[src/esp_cfg.svh]
/*
 Register map, field positions, mode codes and timing counts for the
 enhanced serial port. Assumes inclusion by every module file of the
 block; holds definitions only.

 // What this block does
 // RL1 - Four modes: synchronous 8-bit, async 8-bit, async 9-bit fixed, async 9-bit timer.
 // RL2 - Completion sets tx_done_flag or rx_done_flag; only software clears them.
 // RL3 - One data buffer address: write loads transmitter, read returns received byte.
 // RL4 - Received byte held so next reception proceeds; overrun flagged on unread overwrite.
 // RL5 - Mode 0: device is master, clock on tx pin, data half-duplex on rx pin.
 // RL6 - Mode 0: buffer write sends eight bits LSB first; done after eighth bit.
 // RL7 - Mode 0: receive when enabled and rx flag clear; flag one cycle after bit eight.
 // RL8 - Mode 0: shift rate is system clock over twelve; rx pin open-drain.
 // RL9 - Mode 1: ten-bit frame, start, eight data LSB first, stop.
 // RL10 - Modes 1 and 2: buffer write starts sending; tx flag at stop bit start.
 // RL11 - Modes 1 and 2: receiver accepts characters any time while enabled.
 // RL12 - Mode 1: load data, stop bit to ninth bit, set flag if conditions hold.
 // RL13 - Mode 1 baud ticks are overflows of 8-bit or 16-bit auto-reload timers.
 // RL14 - Transmit and receive baud sources are selected independently.
 // RL15 - With a 16-bit timer, baud equals overflow rate over sixteen.
 // RL16 - Timer overflow rates: clock over 65536 minus reload, or 256 minus reload.
 // RL17 - Mode 2: eleven-bit frame with programmable ninth bit.
 // RL18 - Mode 2: ninth bit sent from tx_ninth_bit, received into rx_ninth_bit.
 // RL19 - Mode 2: load only if flag clear and filter off or addressed with ninth bit.
 // RL20 - Mode 2 baud is system clock over 64, or over 32 when doubled.
 // RL21 - Address match compares only bits set in the mask.
 // RL22 - Broadcast address is value OR mask, zeros being don't care.
 // RL23 - Mode 3 uses mode 2 framing and filtering with timer baud.
 // RL24 - Async receiver finds start edge, samples bit centres with sixteen ticks per bit.
*/
`ifndef ESP_CFG_SVH
`define ESP_CFG_SVH

`define ESP_A_CTRL    3'h0
`define ESP_A_DATA    3'h1
`define ESP_A_STAT    3'h2
`define ESP_A_AVAL    3'h3
`define ESP_A_AMSK    3'h4
`define ESP_A_T8RL    3'h5
`define ESP_A_T16L    3'h6
`define ESP_A_T16H    3'h7

`define ESP_C_RXDONE  0
`define ESP_C_TXDONE  1
`define ESP_C_RB8     2
`define ESP_C_TB8     3
`define ESP_C_REN     4
`define ESP_C_AFE     5
`define ESP_C_MODE    7:6

`define ESP_S_RXSEL   1:0
`define ESP_S_TXSEL   3:2
`define ESP_S_DBL     4
`define ESP_S_OVR     7

`define ESP_MODE0     2'h0
`define ESP_MODE1     2'h1
`define ESP_MODE2     2'h2
`define ESP_SEL_T8    2'h0

`define ESP_M0_LAST   4'hB
`define ESP_M0_HALF   4'h6
`define ESP_M0_BIT8   4'h7
`define ESP_OS_LAST   4'hF
`define ESP_OS_MID    4'h7
`define ESP_FIX_X1    4'h3
`define ESP_FIX_X2    4'h1
`define ESP_STOP_M1   4'h9
`define ESP_STOP_M23  4'hA
`define ESP_RXN_M1    4'h8
`define ESP_RXN_M23   4'h9

`endif

[src/esp_pkg.sv]
/*
 Types shared by the serial port modules.
 Assumes esp_cfg.svh supplies the numeric constants.
*/
package esp_pkg;
    typedef enum logic [1:0] {TX_IDLE, TX_ASYNC, TX_M0} esp_tx_st_t;
    typedef enum logic [2:0] {RX_IDLE, RX_START, RX_BITS, RX_M0,
                              RX_M0_END} esp_rx_st_t;
endpackage

[src/esp_timer.sv]
/*
 Free-running auto-reload up-counter that pulses on rollover.
 Assumes it counts every system clock; width chosen per instance.
*/
`timescale 1ns/1ps
`include "esp_cfg.svh"
module esp_timer
    import esp_pkg::*;
#(
    parameter int W = 8
)(
    input  wire logic         i_core_clk,
    input  wire logic         i_rst,
    input  wire logic [W-1:0] i_reload,
    output logic              o_ovf
);
    logic [W-1:0] cnt_q;
    logic [W-1:0] cnt_d;
    logic         ovf_d;

    always_comb begin
        cnt_d = cnt_q + {{(W-1){1'b0}}, 1'b1};
        ovf_d = 1'b0;
        if (&cnt_q) begin // RL13
            cnt_d = i_reload; // RL16
            ovf_d = 1'b1;
        end
    end

    always_ff @(posedge i_core_clk) begin
        if (i_rst) begin
            cnt_q <= '0;
            o_ovf <= 1'b0;
        end else begin
            cnt_q <= cnt_d;
            o_ovf <= ovf_d;
        end
    end
endmodule

[src/esp_pulse_div.sv]
/*
 Divides a pulse stream by (i_last + 1), one output pulse per wrap.
 Assumes i_clr restarts the count so a new frame gets a full period.
*/
`timescale 1ns/1ps
`include "esp_cfg.svh"
module esp_pulse_div
    import esp_pkg::*;
(
    input  wire logic       i_core_clk,
    input  wire logic       i_rst,
    input  wire logic       i_clr,
    input  wire logic       i_pulse,
    input  wire logic [3:0] i_last,
    output logic            o_tick
);
    logic [3:0] cnt_q;
    logic [3:0] cnt_d;
    logic       tick_d;

    always_comb begin
        cnt_d  = cnt_q;
        tick_d = 1'b0;
        if (i_clr) begin
            cnt_d = 4'h0;
        end else if (i_pulse) begin
            if (cnt_q == i_last) begin
                cnt_d  = 4'h0;
                tick_d = 1'b1;
            end else begin
                cnt_d = cnt_q + 4'h1;
            end
        end
    end

    always_ff @(posedge i_core_clk) begin
        if (i_rst) begin
            cnt_q  <= 4'h0;
            o_tick <= 1'b0;
        end else begin
            cnt_q  <= cnt_d;
            o_tick <= tick_d;
        end
    end
endmodule

[src/esp_uart.sv]
/*
 Enhanced serial port: register file, baud sources, transmitter,
 receiver with holding register and address filter, mode 0 shifter.
 Assumes a single-cycle strobe register port and pins synchronous to
 i_core_clk; the rx pin wire is resolved outside from out/oe.
*/
// The implementer's own choices: the address map and the address-and-strobe port.
`timescale 1ns/1ps
`include "esp_cfg.svh"
module esp_uart
    import esp_pkg::*;
(
    input  wire logic       i_core_clk,
    input  wire logic       i_rst,
    input  wire logic [2:0] i_addr,
    input  wire logic [7:0] i_wr_data,
    input  wire logic       i_wr_en,
    input  wire logic       i_rd_en,
    output logic      [7:0] o_rd_data,
    input  wire logic       i_serial_rx,
    output logic            o_serial_rx_out,
    output logic            o_serial_rx_oe,
    output logic            o_serial_tx,
    output logic            o_tx_done,
    output logic            o_rx_done
);
    // configuration
    logic [1:0]  mode_q;
    logic [1:0]  mode_d;
    logic        afe_q;
    logic        afe_d;
    logic        ren_q;
    logic        ren_d;
    logic        tb8_q;
    logic        tb8_d;
    logic        dbl_q;
    logic        dbl_d;
    logic [1:0]  txsel_q;
    logic [1:0]  txsel_d;
    logic [1:0]  rxsel_q;
    logic [1:0]  rxsel_d;
    logic [7:0]  aval_q;
    logic [7:0]  aval_d;
    logic [7:0]  amsk_q;
    logic [7:0]  amsk_d;
    logic [7:0]  t8rl_q;
    logic [7:0]  t8rl_d;
    logic [15:0] t16rl_q;
    logic [15:0] t16rl_d;
    // flags and receive buffer
    logic        txdone_q;
    logic        txdone_d;
    logic        rxdone_q;
    logic        rxdone_d;
    logic        rb8_q;
    logic        rb8_d;
    logic        ovr_q;
    logic        ovr_d;
    logic        unread_q;
    logic        unread_d;
    logic [7:0]  rxbuf_q;
    logic [7:0]  rxbuf_d;
    // transmitter
    esp_tx_st_t  tx_st_q;
    esp_tx_st_t  tx_st_d;
    logic [10:0] tx_sh_q;
    logic [10:0] tx_sh_d;
    logic [3:0]  tx_cnt_q;
    logic [3:0]  tx_cnt_d;
    logic        tx_set;
    // receiver
    esp_rx_st_t  rx_st_q;
    esp_rx_st_t  rx_st_d;
    logic [9:0]  rx_sh_q;
    logic [9:0]  rx_sh_d;
    logic [3:0]  rx_cnt_q;
    logic [3:0]  rx_cnt_d;
    logic [3:0]  rx_os_q;
    logic [3:0]  rx_os_d;
    logic        rx_prev_q;
    logic        rx_set;
    logic        rx_load;
    logic        rx_ld_rb8;
    logic        rx_rb8_val;
    logic [7:0]  rx_ld_data;
    logic [9:0]  rx_frame;
    // mode 0 phase and pins
    logic [3:0]  m0_ph_q;
    logic [3:0]  m0_ph_d;
    logic        tx_pin_d;
    logic        rx_oe_d;
    logic [7:0]  rd_d;

    logic        wr_ctrl;
    logic        wr_data;
    logic        wr_stat;
    logic        rd_data;
    logic        ovf8;
    logic        ovf16;
    logic        fix_tick;
    logic        tx_os;
    logic        rx_os;
    logic        tx_bit_tick;
    logic        tx_start;
    logic        m0_act;
    logic        m0_shift;
    logic        is_m1;
    logic [3:0]  tx_stop;
    logic [7:0]  bcast;
    logic        addr_ok;

    assign wr_ctrl  = i_wr_en && (i_addr == `ESP_A_CTRL);
    assign wr_data  = i_wr_en && (i_addr == `ESP_A_DATA);
    assign wr_stat  = i_wr_en && (i_addr == `ESP_A_STAT);
    assign rd_data  = i_rd_en && (i_addr == `ESP_A_DATA);
    assign is_m1    = (mode_q == `ESP_MODE1);
    assign tx_stop  = is_m1 ? `ESP_STOP_M1 : `ESP_STOP_M23;
    assign tx_start = wr_data && (tx_st_q == TX_IDLE); // RL3
    assign m0_act   = (tx_st_q == TX_M0) || (rx_st_q == RX_M0);
    assign m0_shift = m0_act && (m0_ph_q == `ESP_M0_LAST);

    // baud sources; an 8-bit source is also divided by sixteen per bit
    esp_timer #(.W(8)) u_tmr8 (
        .i_core_clk (i_core_clk),
        .i_rst      (i_rst),
        .i_reload   (t8rl_q),
        .o_ovf      (ovf8)
    );
    esp_timer #(.W(16)) u_tmr16 (
        .i_core_clk (i_core_clk),
        .i_rst      (i_rst),
        .i_reload   (t16rl_q),
        .o_ovf      (ovf16)
    );
    esp_pulse_div u_fixdiv (
        .i_core_clk (i_core_clk),
        .i_rst      (i_rst),
        .i_clr      (1'b0),
        .i_pulse    (1'b1),
        .i_last     (dbl_q ? `ESP_FIX_X2 : `ESP_FIX_X1), // RL20
        .o_tick     (fix_tick)
    );
    always_comb begin
        if (mode_q == `ESP_MODE2) begin
            tx_os = fix_tick; // RL20
            rx_os = fix_tick;
        end else begin
            tx_os = (txsel_q == `ESP_SEL_T8) ? ovf8 : ovf16; // RL14
            rx_os = (rxsel_q == `ESP_SEL_T8) ? ovf8 : ovf16; // RL14
        end
    end
    esp_pulse_div u_txdiv (
        .i_core_clk (i_core_clk),
        .i_rst      (i_rst),
        .i_clr      (tx_start),
        .i_pulse    (tx_os),
        .i_last     (`ESP_OS_LAST), // RL15
        .o_tick     (tx_bit_tick)
    );

    // configuration registers
    always_comb begin
        mode_d  = mode_q;
        afe_d   = afe_q;
        ren_d   = ren_q;
        tb8_d   = tb8_q;
        dbl_d   = dbl_q;
        txsel_d = txsel_q;
        rxsel_d = rxsel_q;
        aval_d  = aval_q;
        amsk_d  = amsk_q;
        t8rl_d  = t8rl_q;
        t16rl_d = t16rl_q;
        if (wr_ctrl) begin
            mode_d = i_wr_data[`ESP_C_MODE]; // RL1
            afe_d  = i_wr_data[`ESP_C_AFE];
            ren_d  = i_wr_data[`ESP_C_REN];
            tb8_d  = i_wr_data[`ESP_C_TB8];
        end
        if (wr_stat) begin
            dbl_d   = i_wr_data[`ESP_S_DBL];
            txsel_d = i_wr_data[`ESP_S_TXSEL];
            rxsel_d = i_wr_data[`ESP_S_RXSEL];
        end
        if (i_wr_en && (i_addr == `ESP_A_AVAL)) aval_d = i_wr_data;
        if (i_wr_en && (i_addr == `ESP_A_AMSK)) amsk_d = i_wr_data;
        if (i_wr_en && (i_addr == `ESP_A_T8RL)) t8rl_d = i_wr_data;
        if (i_wr_en && (i_addr == `ESP_A_T16L)) t16rl_d[7:0] = i_wr_data;
        if (i_wr_en && (i_addr == `ESP_A_T16H)) t16rl_d[15:8] = i_wr_data;
    end

    // transmitter, async and mode 0 share one shift register
    always_comb begin
        tx_st_d  = tx_st_q;
        tx_sh_d  = tx_sh_q;
        tx_cnt_d = tx_cnt_q;
        tx_set   = 1'b0;
        unique case (tx_st_q)
            TX_IDLE: begin
                if (tx_start) begin
                    tx_cnt_d = 4'h0;
                    if (mode_q == `ESP_MODE0) begin
                        tx_st_d = TX_M0; // RL5
                        tx_sh_d = {3'h7, i_wr_data};
                    end else begin
                        tx_st_d = TX_ASYNC; // RL10
                        // mode 1 sends its stop bit from the ninth-bit slot
                        tx_sh_d = {1'b1, (is_m1 | tb8_q), i_wr_data, 1'b0}; // RL9 RL17 RL18
                    end
                end
            end
            TX_ASYNC: begin
                if (tx_bit_tick) begin
                    tx_sh_d  = {1'b1, tx_sh_q[10:1]};
                    tx_cnt_d = tx_cnt_q + 4'h1;
                    if (tx_cnt_q == tx_stop) begin
                        tx_st_d = TX_IDLE;
                    end else if (tx_cnt_d == tx_stop) begin
                        tx_set = 1'b1; // RL10
                    end
                end
            end
            TX_M0: begin
                if (m0_shift) begin
                    tx_sh_d  = {1'b1, tx_sh_q[10:1]}; // RL6
                    tx_cnt_d = tx_cnt_q + 4'h1;
                    if (tx_cnt_q == `ESP_M0_BIT8) begin
                        tx_st_d = TX_IDLE;
                        tx_set  = 1'b1; // RL6
                    end
                end
            end
        endcase
    end

    // address filter
    assign bcast   = aval_q | amsk_q; // RL22
    assign rx_frame = {i_serial_rx, rx_sh_q[9:1]};
    always_comb begin
        addr_ok = (((rx_frame[7:0] ^ aval_q) & amsk_q) == 8'h00) || // RL21
                  (((rx_frame[7:0] ^ bcast) & bcast) == 8'h00); // RL22
    end

    // receiver
    always_comb begin
        rx_st_d    = rx_st_q;
        rx_sh_d    = rx_sh_q;
        rx_cnt_d   = rx_cnt_q;
        rx_os_d    = rx_os_q;
        rx_set     = 1'b0;
        rx_load    = 1'b0;
        rx_ld_rb8  = 1'b0;
        rx_rb8_val = 1'b0;
        rx_ld_data = 8'h00;
        unique case (rx_st_q)
            RX_IDLE: begin
                rx_cnt_d = 4'h0;
                rx_os_d  = 4'h0;
                if (mode_q == `ESP_MODE0) begin
                    // half duplex: a pending transmit goes first
                    if (ren_q && !rxdone_q && (tx_st_q == TX_IDLE) &&
                        !tx_start) begin
                        rx_st_d = RX_M0; // RL7
                    end
                end else if (ren_q && rx_prev_q && !i_serial_rx) begin
                    rx_st_d = RX_START; // RL11 RL24
                end
            end
            RX_START: begin
                if (rx_os) begin
                    if (rx_os_q == `ESP_OS_MID) begin
                        rx_os_d = 4'h0;
                        // a glitch shorter than half a bit is dropped
                        rx_st_d = i_serial_rx ? RX_IDLE : RX_BITS; // RL24
                    end else begin
                        rx_os_d = rx_os_q + 4'h1;
                    end
                end
            end
            RX_BITS: begin
                if (rx_os) begin
                    if (rx_os_q == `ESP_OS_LAST) begin
                        rx_os_d  = 4'h0;
                        rx_sh_d  = rx_frame; // RL24
                        rx_cnt_d = rx_cnt_q + 4'h1;
                        if (is_m1 && (rx_cnt_q == `ESP_RXN_M1)) begin
                            rx_st_d    = RX_IDLE;
                            rx_ld_data = rx_frame[8:1]; // RL12
                            rx_rb8_val = rx_frame[9];
                            rx_load    = !rxdone_q &&
                                         (!afe_q || rx_frame[9]); // RL12
                        end else if (!is_m1 &&
                                     (rx_cnt_q == `ESP_RXN_M23)) begin
                            rx_st_d    = RX_IDLE;
                            rx_ld_data = rx_frame[7:0]; // RL18 RL23
                            rx_rb8_val = rx_frame[8];
                            rx_load    = !rxdone_q && (!afe_q ||
                                         (rx_frame[8] && addr_ok)); // RL19 RL23
                        end
                        rx_ld_rb8 = rx_load;
                        rx_set    = rx_load;
                    end else begin
                        rx_os_d = rx_os_q + 4'h1;
                    end
                end
            end
            RX_M0: begin
                if (m0_shift) begin
                    rx_sh_d  = rx_frame; // RL5
                    rx_cnt_d = rx_cnt_q + 4'h1;
                    if (rx_cnt_q == `ESP_M0_BIT8) rx_st_d = RX_M0_END;
                end
            end
            RX_M0_END: begin
                rx_st_d    = RX_IDLE; // RL7
                rx_ld_data = rx_sh_q[9:2];
                rx_load    = 1'b1;
                rx_set     = 1'b1; // RL7
            end
            default: rx_st_d = RX_IDLE;
        endcase
    end

    // flags: hardware set wins over a software clear
    always_comb begin
        txdone_d = (wr_ctrl ? i_wr_data[`ESP_C_TXDONE] : txdone_q)
                   | tx_set; // RL2
        rxdone_d = (wr_ctrl ? i_wr_data[`ESP_C_RXDONE] : rxdone_q)
                   | rx_set; // RL2
        rb8_d    = wr_ctrl ? i_wr_data[`ESP_C_RB8] : rb8_q;
        if (rx_ld_rb8) rb8_d = rx_rb8_val; // RL12 RL18
        rxbuf_d  = rx_load ? rx_ld_data : rxbuf_q; // RL4
        unread_d = rx_load | (unread_q & !rd_data);
        ovr_d    = (wr_stat ? i_wr_data[`ESP_S_OVR] : ovr_q)
                   | (rx_load & unread_q & !rd_data); // RL4
    end

    // mode 0 phase and registered pin drive
    always_comb begin
        m0_ph_d = 4'h0;
        if (m0_act && (m0_ph_q != `ESP_M0_LAST)) begin
            m0_ph_d = m0_ph_q + 4'h1; // RL8
        end
        tx_pin_d = 1'b1;
        rx_oe_d  = 1'b0;
        if (tx_st_d == TX_ASYNC) begin
            tx_pin_d = tx_sh_d[0];
        end else if ((tx_st_d == TX_M0) || (rx_st_d == RX_M0)) begin
            tx_pin_d = (m0_ph_d >= `ESP_M0_HALF); // RL5 RL8
            rx_oe_d  = (tx_st_d == TX_M0) && !tx_sh_d[0]; // RL8
        end
    end

    always_comb begin
        rd_d = 8'h00;
        if (i_rd_en) begin
            unique case (i_addr)
                `ESP_A_CTRL: rd_d = {mode_q, afe_q, ren_q, tb8_q, rb8_q,
                                     txdone_q, rxdone_q};
                `ESP_A_DATA: rd_d = rxbuf_q; // RL3
                `ESP_A_STAT: rd_d = {ovr_q, 2'h0, dbl_q, txsel_q, rxsel_q};
                `ESP_A_AVAL: rd_d = aval_q;
                `ESP_A_AMSK: rd_d = amsk_q;
                `ESP_A_T8RL: rd_d = t8rl_q;
                `ESP_A_T16L: rd_d = t16rl_q[7:0];
                `ESP_A_T16H: rd_d = t16rl_q[15:8];
            endcase
        end
    end

    always_ff @(posedge i_core_clk) begin
        if (i_rst) begin
            mode_q          <= `ESP_MODE0;
            afe_q           <= 1'b0;
            ren_q           <= 1'b0;
            tb8_q           <= 1'b0;
            dbl_q           <= 1'b0;
            txsel_q         <= `ESP_SEL_T8;
            rxsel_q         <= `ESP_SEL_T8;
            aval_q          <= 8'h00;
            amsk_q          <= 8'h00;
            t8rl_q          <= 8'h00;
            t16rl_q         <= 16'h0000;
            txdone_q        <= 1'b0;
            rxdone_q        <= 1'b0;
            rb8_q           <= 1'b0;
            ovr_q           <= 1'b0;
            unread_q        <= 1'b0;
            rxbuf_q         <= 8'h00;
            tx_st_q         <= TX_IDLE;
            tx_sh_q         <= 11'h7FF;
            tx_cnt_q        <= 4'h0;
            rx_st_q         <= RX_IDLE;
            rx_sh_q         <= 10'h000;
            rx_cnt_q        <= 4'h0;
            rx_os_q         <= 4'h0;
            rx_prev_q       <= 1'b1;
            m0_ph_q         <= 4'h0;
            o_serial_tx     <= 1'b1;
            o_serial_rx_oe  <= 1'b0;
            o_rd_data       <= 8'h00;
        end else begin
            mode_q          <= mode_d;
            afe_q           <= afe_d;
            ren_q           <= ren_d;
            tb8_q           <= tb8_d;
            dbl_q           <= dbl_d;
            txsel_q         <= txsel_d;
            rxsel_q         <= rxsel_d;
            aval_q          <= aval_d;
            amsk_q          <= amsk_d;
            t8rl_q          <= t8rl_d;
            t16rl_q         <= t16rl_d;
            txdone_q        <= txdone_d;
            rxdone_q        <= rxdone_d;
            rb8_q           <= rb8_d;
            ovr_q           <= ovr_d;
            unread_q        <= unread_d;
            rxbuf_q         <= rxbuf_d;
            tx_st_q         <= tx_st_d;
            tx_sh_q         <= tx_sh_d;
            tx_cnt_q        <= tx_cnt_d;
            rx_st_q         <= rx_st_d;
            rx_sh_q         <= rx_sh_d;
            rx_cnt_q        <= rx_cnt_d;
            rx_os_q         <= rx_os_d;
            rx_prev_q       <= i_serial_rx;
            m0_ph_q         <= m0_ph_d;
            o_serial_tx     <= tx_pin_d;
            o_serial_rx_oe  <= rx_oe_d;
            o_rd_data       <= rd_d;
        end
    end

    // open drain: only ever pulls low
    assign o_serial_rx_out = 1'b0;
    assign o_tx_done       = txdone_q;
    assign o_rx_done       = rxdone_q;
endmodule

[config.mk]
export PLATFORM = sky130hd
export DESIGN_NAME = esp_uart
export DESIGN_NICKNAME = d
export VERILOG_FILES = /design/src/esp_pkg.sv /design/src/esp_timer.sv /design/src/esp_pulse_div.sv /design/src/esp_uart.sv
export VERILOG_INCLUDE_DIRS = /design/src /design/src/src
export SDC_FILE = /design/constraint.sdc
export NUM_CORES = 1
export LEC_CHECK = 0
export ABC_AREA = 1
export BUFFER_PORTS_ARGS = -buffer_cell sky130_fd_sc_hd__clkbuf_2
export CORE_UTILIZATION = 28
export CTS_BUF_LIST = sky130_fd_sc_hd__clkbuf_16
export DETAILED_ROUTE_END_ITERATION = 7
export PLACE_DENSITY_LB_ADDON = 0.12
export SYNTH_ARGS = -nofsm -noshare
export SYNTH_HDL_FRONTEND = slang
export SYNTH_SLANG_ARGS = --single-unit
[constraint.sdc]
create_clock -name i_core_clk -period 5.9 [get_ports i_core_clk]
set_clock_uncertainty 0.05 [all_clocks]
set_input_delay 1.77 -clock i_core_clk [delete_from_list [all_inputs] [get_ports i_core_clk]]
set_output_delay 1.77 -clock i_core_clk [all_outputs]
set_load 0.02 [all_outputs]
==> impl_results.md <==
* Post-route ant nets at 0
* Final Wtd Congestion at a little over 0.8
* P_leak at 3.185 nW
* Max-cap violations at 0
* Share of cells above drive strength 1 at 11.51%
* Commonest non-fill, non-tap cells in the layout: 151 x dfxtp_1, 140 x nand2_1, 126 x inv_1, 105 x o21ai_0, 96 x a21oi_1
* Cell Int Power at 0.001727 W
* Hold Path Class: reg -> reg
* Setup_tns at 0 ns
* Hold Path End: m0_ph_q[0]
* Vias per cell at roughly 4.8
* DIE WIDTH at roughly 160 um
* Via count at between 6,000 and 7,000
* Switching Power at around 0.00062 W
* Simple-Gate Fraction of Synth Area at a little over a fifth
* Worst R2R End: o_rx_done
* Post-place instance area at just under 8000 sq um
* Critical path endpoint category: register
* Syn_area_per_cell at ~7.4 sq um
* HPWL after DPL at roughly 16,000 um
* CTS root buffer: clkbuf_16
* Crit Path Class: in -> reg
* RSZ-0062 raised after global routing: no
* Max Buffers Root-to-Sink at 2
* Combinational Power Share at 7.6%
* PwrDens at ~280 nW/um^2
* Post-synthesis cell type count at 54
* Worst-path clk slew at 0.07 ns
* Worst Hold Launch: m0_ph_q[0]
* Commonest non-fill, non-tap cell in the layout: dfxtp_1
* First-pass DRT Iterations at 7
* VDD IR max at approximately 160 uV
* Ys async rst share at 0%
* Final Hold Vio Count at 0
* Clock power frac at a little under half
* Core area at around 25,000 sq um
* Global route overflow at 0
* GRT Util Overall at between 10% and 20%
* Ys Warns at 0
* # Post-CTS Setup Buffers at 0
* Fill cell count at between 2,000 and 3,000
* FMAX at roughly 330 MHz
* Largest net degree at the start of global routing at ~50
* WL/cell at 16.38 um
* Switching Share at about a quarter
* Max FO, Critical Path at 7
* First-pass GRT wire length at approximately 35,000 um
* Register area share after synthesis at between 40 and 50%
* Post-synth EDFFs at 0
* Syn-to-layout area delta at 13.45%
* Multiplexer share of the synthesized area at less than 1%
* Worst Hold Path Cells at 1
* Max-slew headroom at between 50% and 60%
* Post-synthesis xor/xnor area fraction at between 2 and 3%
* Vias in the first global route at around 6,000
* Non-Filler Instances at ~1,400
* Compound-gate portion of the synthesized area at between 20% and 30%
* Seq pwr share at a little under half
* Syn_nets at about 1,000
* Register area at 3023 sq um
* Row cnt at between 50 and 60
* CTS Hold Buffers Added at 0
* Synth Cell Area at 7342 sq um
* Largest family of logic cells by synthesized area: compound AO/OA/AOI/OAI gates
* Req. time, crit path at 6.22 ns
* Routed WL at 22,200 um
* PortBufs at 27
* 1st-iter DRT viols at 507
* WP data arrival at between 3 and 4 ns
* Antenna fix cells at 0
* Startpoint Class: input pin
* H-tree depth at 4
* Post-CTS sizing at 0
* Full die area at 26,870 sq um
* Total CTS buffers at 17
* Initial antenna violation count at 0
* Adder-cell share of the synthesized area at between 2 and 2.5%
* Worst slack at placement at roughly 2.5 ns
* Min setup slack post-route at roughly 2.9 ns
* DRC at 0
* TritonCTS clock tree: done
* Status: complete, no violations
* Number of synthesized register bits at 151
* Setup violators final at 0
* Nets@finish at between 1,000 and 1,500
* Sink Count at 151
* Minimum clock period at slightly above 3 ns
* Reg2reg path depth at 11
* Top Ports at 29
* Primary FF master, synth: dfxtp_1
* Reg-to-reg slack, setup at approximately 3.4 ns
* Critical R2R Launch: mode_q[0]
* Fin. max-slew vios at 0
* Final worst path period share at just over 50%
* Final Instance Area at between 8000 and 9000 sq um
* Multi-input logic area at 3631 sq um
* Initial core utilization at just under 30%
* Clk_lat worst skew at roughly 0.42 ns
* Worst slew pin tran at 0.6581 ns
* Height of the die at about 160 um
* Synth Instances at about 1,000
* Post-Place Cells at between 1,000 and 1,500
-- metrics by stage --
step	utilization [%]	power [W]	hold slack [ns]
after detailed placement	30.43	0.001276	0.4061
after floorplan	-	0.001214	0.3802
after CTS	32.70	0.002382	0.4166
final	32.70	0.002351	0.4108
after global routing	32.70	0.002449	0.4441
after global placement	30.43	0.001279	0.3960
-- cells by family (layout without fill, tap and decap cells) --
logic type | after synthesis | in the layout
mux | 4 | 4
fa+ha+maj | 13 | 13
simple gates | 340 | 340
xor+xnor | 24 | 24
other cells | 1 | 1
compound gates | 290 | 290
buf+inv | 174 | 202
flops | 151 | 151
-- Yosys cell counts (2+ instances only) --
| master | count | area (sq um) |
|---|---|---|
| a21oi_1 | 96 | 480.5 |
| nor3_1 | 6 | 30.03 |
| o21ai_1 | 15 | 75.07 |
| xnor2_1 | 10 | 87.58 |
| o22ai_1 | 30 | 187.7 |
| inv_1 | 126 | 473.0 |
| clkbuf_1 | 22 | 82.58 |
| inv_2 | 14 | 52.55 |
| ha_1 | 13 | 162.7 |
| a221oi_1 | 8 | 70.07 |
| a211oi_1 | 4 | 30.03 |
| xor2_1 | 14 | 122.6 |
| nand4_1 | 12 | 75.07 |
| a31oi_1 | 9 | 56.30 |
| o211ai_1 | 2 | 15.01 |
| nand2_1 | 140 | 525.5 |
| buf_2 | 6 | 30.03 |
| nand2_2 | 12 | 75.07 |
| nor2_1 | 69 | 259.0 |
| nand2_4 | 4 | 45.04 |
| nand3_1 | 75 | 375.4 |
| o21ai_0 | 105 | 525.5 |
| nor2_2 | 5 | 31.28 |
| a21oi_2 | 8 | 70.07 |
| o32ai_1 | 3 | 26.28 |
| dfxtp_1 | 151 | 3023 |
| buf_1 | 3 | 11.26 |
| nor3_4 | 2 | 32.53 |
| a22oi_1 | 3 | 22.52 |
| mux2i_1 | 4 | 40.04 |
| or2_2 | 2 | 12.51 |
| nand3_2 | 2 | 20.02 |
-- worst max-delay path, stage by stage --
cell      delay [ns]
clkbuf_2        0.16
inv_2           0.12
nand3_2         0.14
nor2_2          0.23
nand2_1         0.16
nor2_4          0.16
nand2_1         0.09
o21ai_1         0.13
nand2_1         0.09
nand3_1         0.09
nand2_1         0.06
nand2_1         0.05
nand2_1         0.04
nand2_1         0.05
-- cell type report --
class	count	area share, %
Timing Repair Buffer	30	1.893
Sequential cell	151	36.29
Clock inverter	15	1.848
Tap cell	330	4.957
Multi-Input combinational cell	672	43.59
Clock buffer	17	5.107
Inverter	140	6.309
-- state kept, by name (all words and copies together) (netlist names), 8 cells and up --
name and count:
t16rl_q 16, tx_sh_q 11, u_tmr16.cnt_q 16, amsk_q 8
u_tmr8.cnt_q 8, o_rd_data 8, aval_q 8, rx_sh_q 9
rxbuf_q 8, t8rl_q 8
-- worst max path at each step --
stage,startpoint,endpoint,slack (ns),depth (start not counted)
floorplan,i_addr[2],rb8_q,2.85,8
global placement,i_addr[1],o_serial_tx,2.49,14
detailed placement,i_addr[1],o_serial_tx,2.45,14
CTS,i_addr[1],o_serial_tx,2.89,14
global route,i_addr[1],o_serial_tx,2.66,14
finish,i_addr[1],o_serial_tx,2.88,14
-- metal layers --
layer | part of all wire [%] | up-vias | global-route usage (%)
met5 | 0 | - | 0
li1 | - | 3397 | -
met3 | 3.8 | 13 | 3.207
met1 | 50 | 2992 | 23.97
met2 | 45 | 120 | 27.04
met4 | 1.2 | 0 | 3.956
-- power by group through the flow --
stage / Clock, W / Sequential (W) / Combinational, W
after global placement: 0 / 0.00110 / 0.000180
after floorplan: 0 / 0.00109 / 0.000123
final: 0.00110 / 0.00107 / 0.000178
after detailed placement: 0 / 0.00110 / 0.000179
after global routing: 0.00117 / 0.00108 / 0.000202
after CTS: 0.00113 / 0.00107 / 0.000180
No activity file was read; power rests on OpenSTA's default activity.
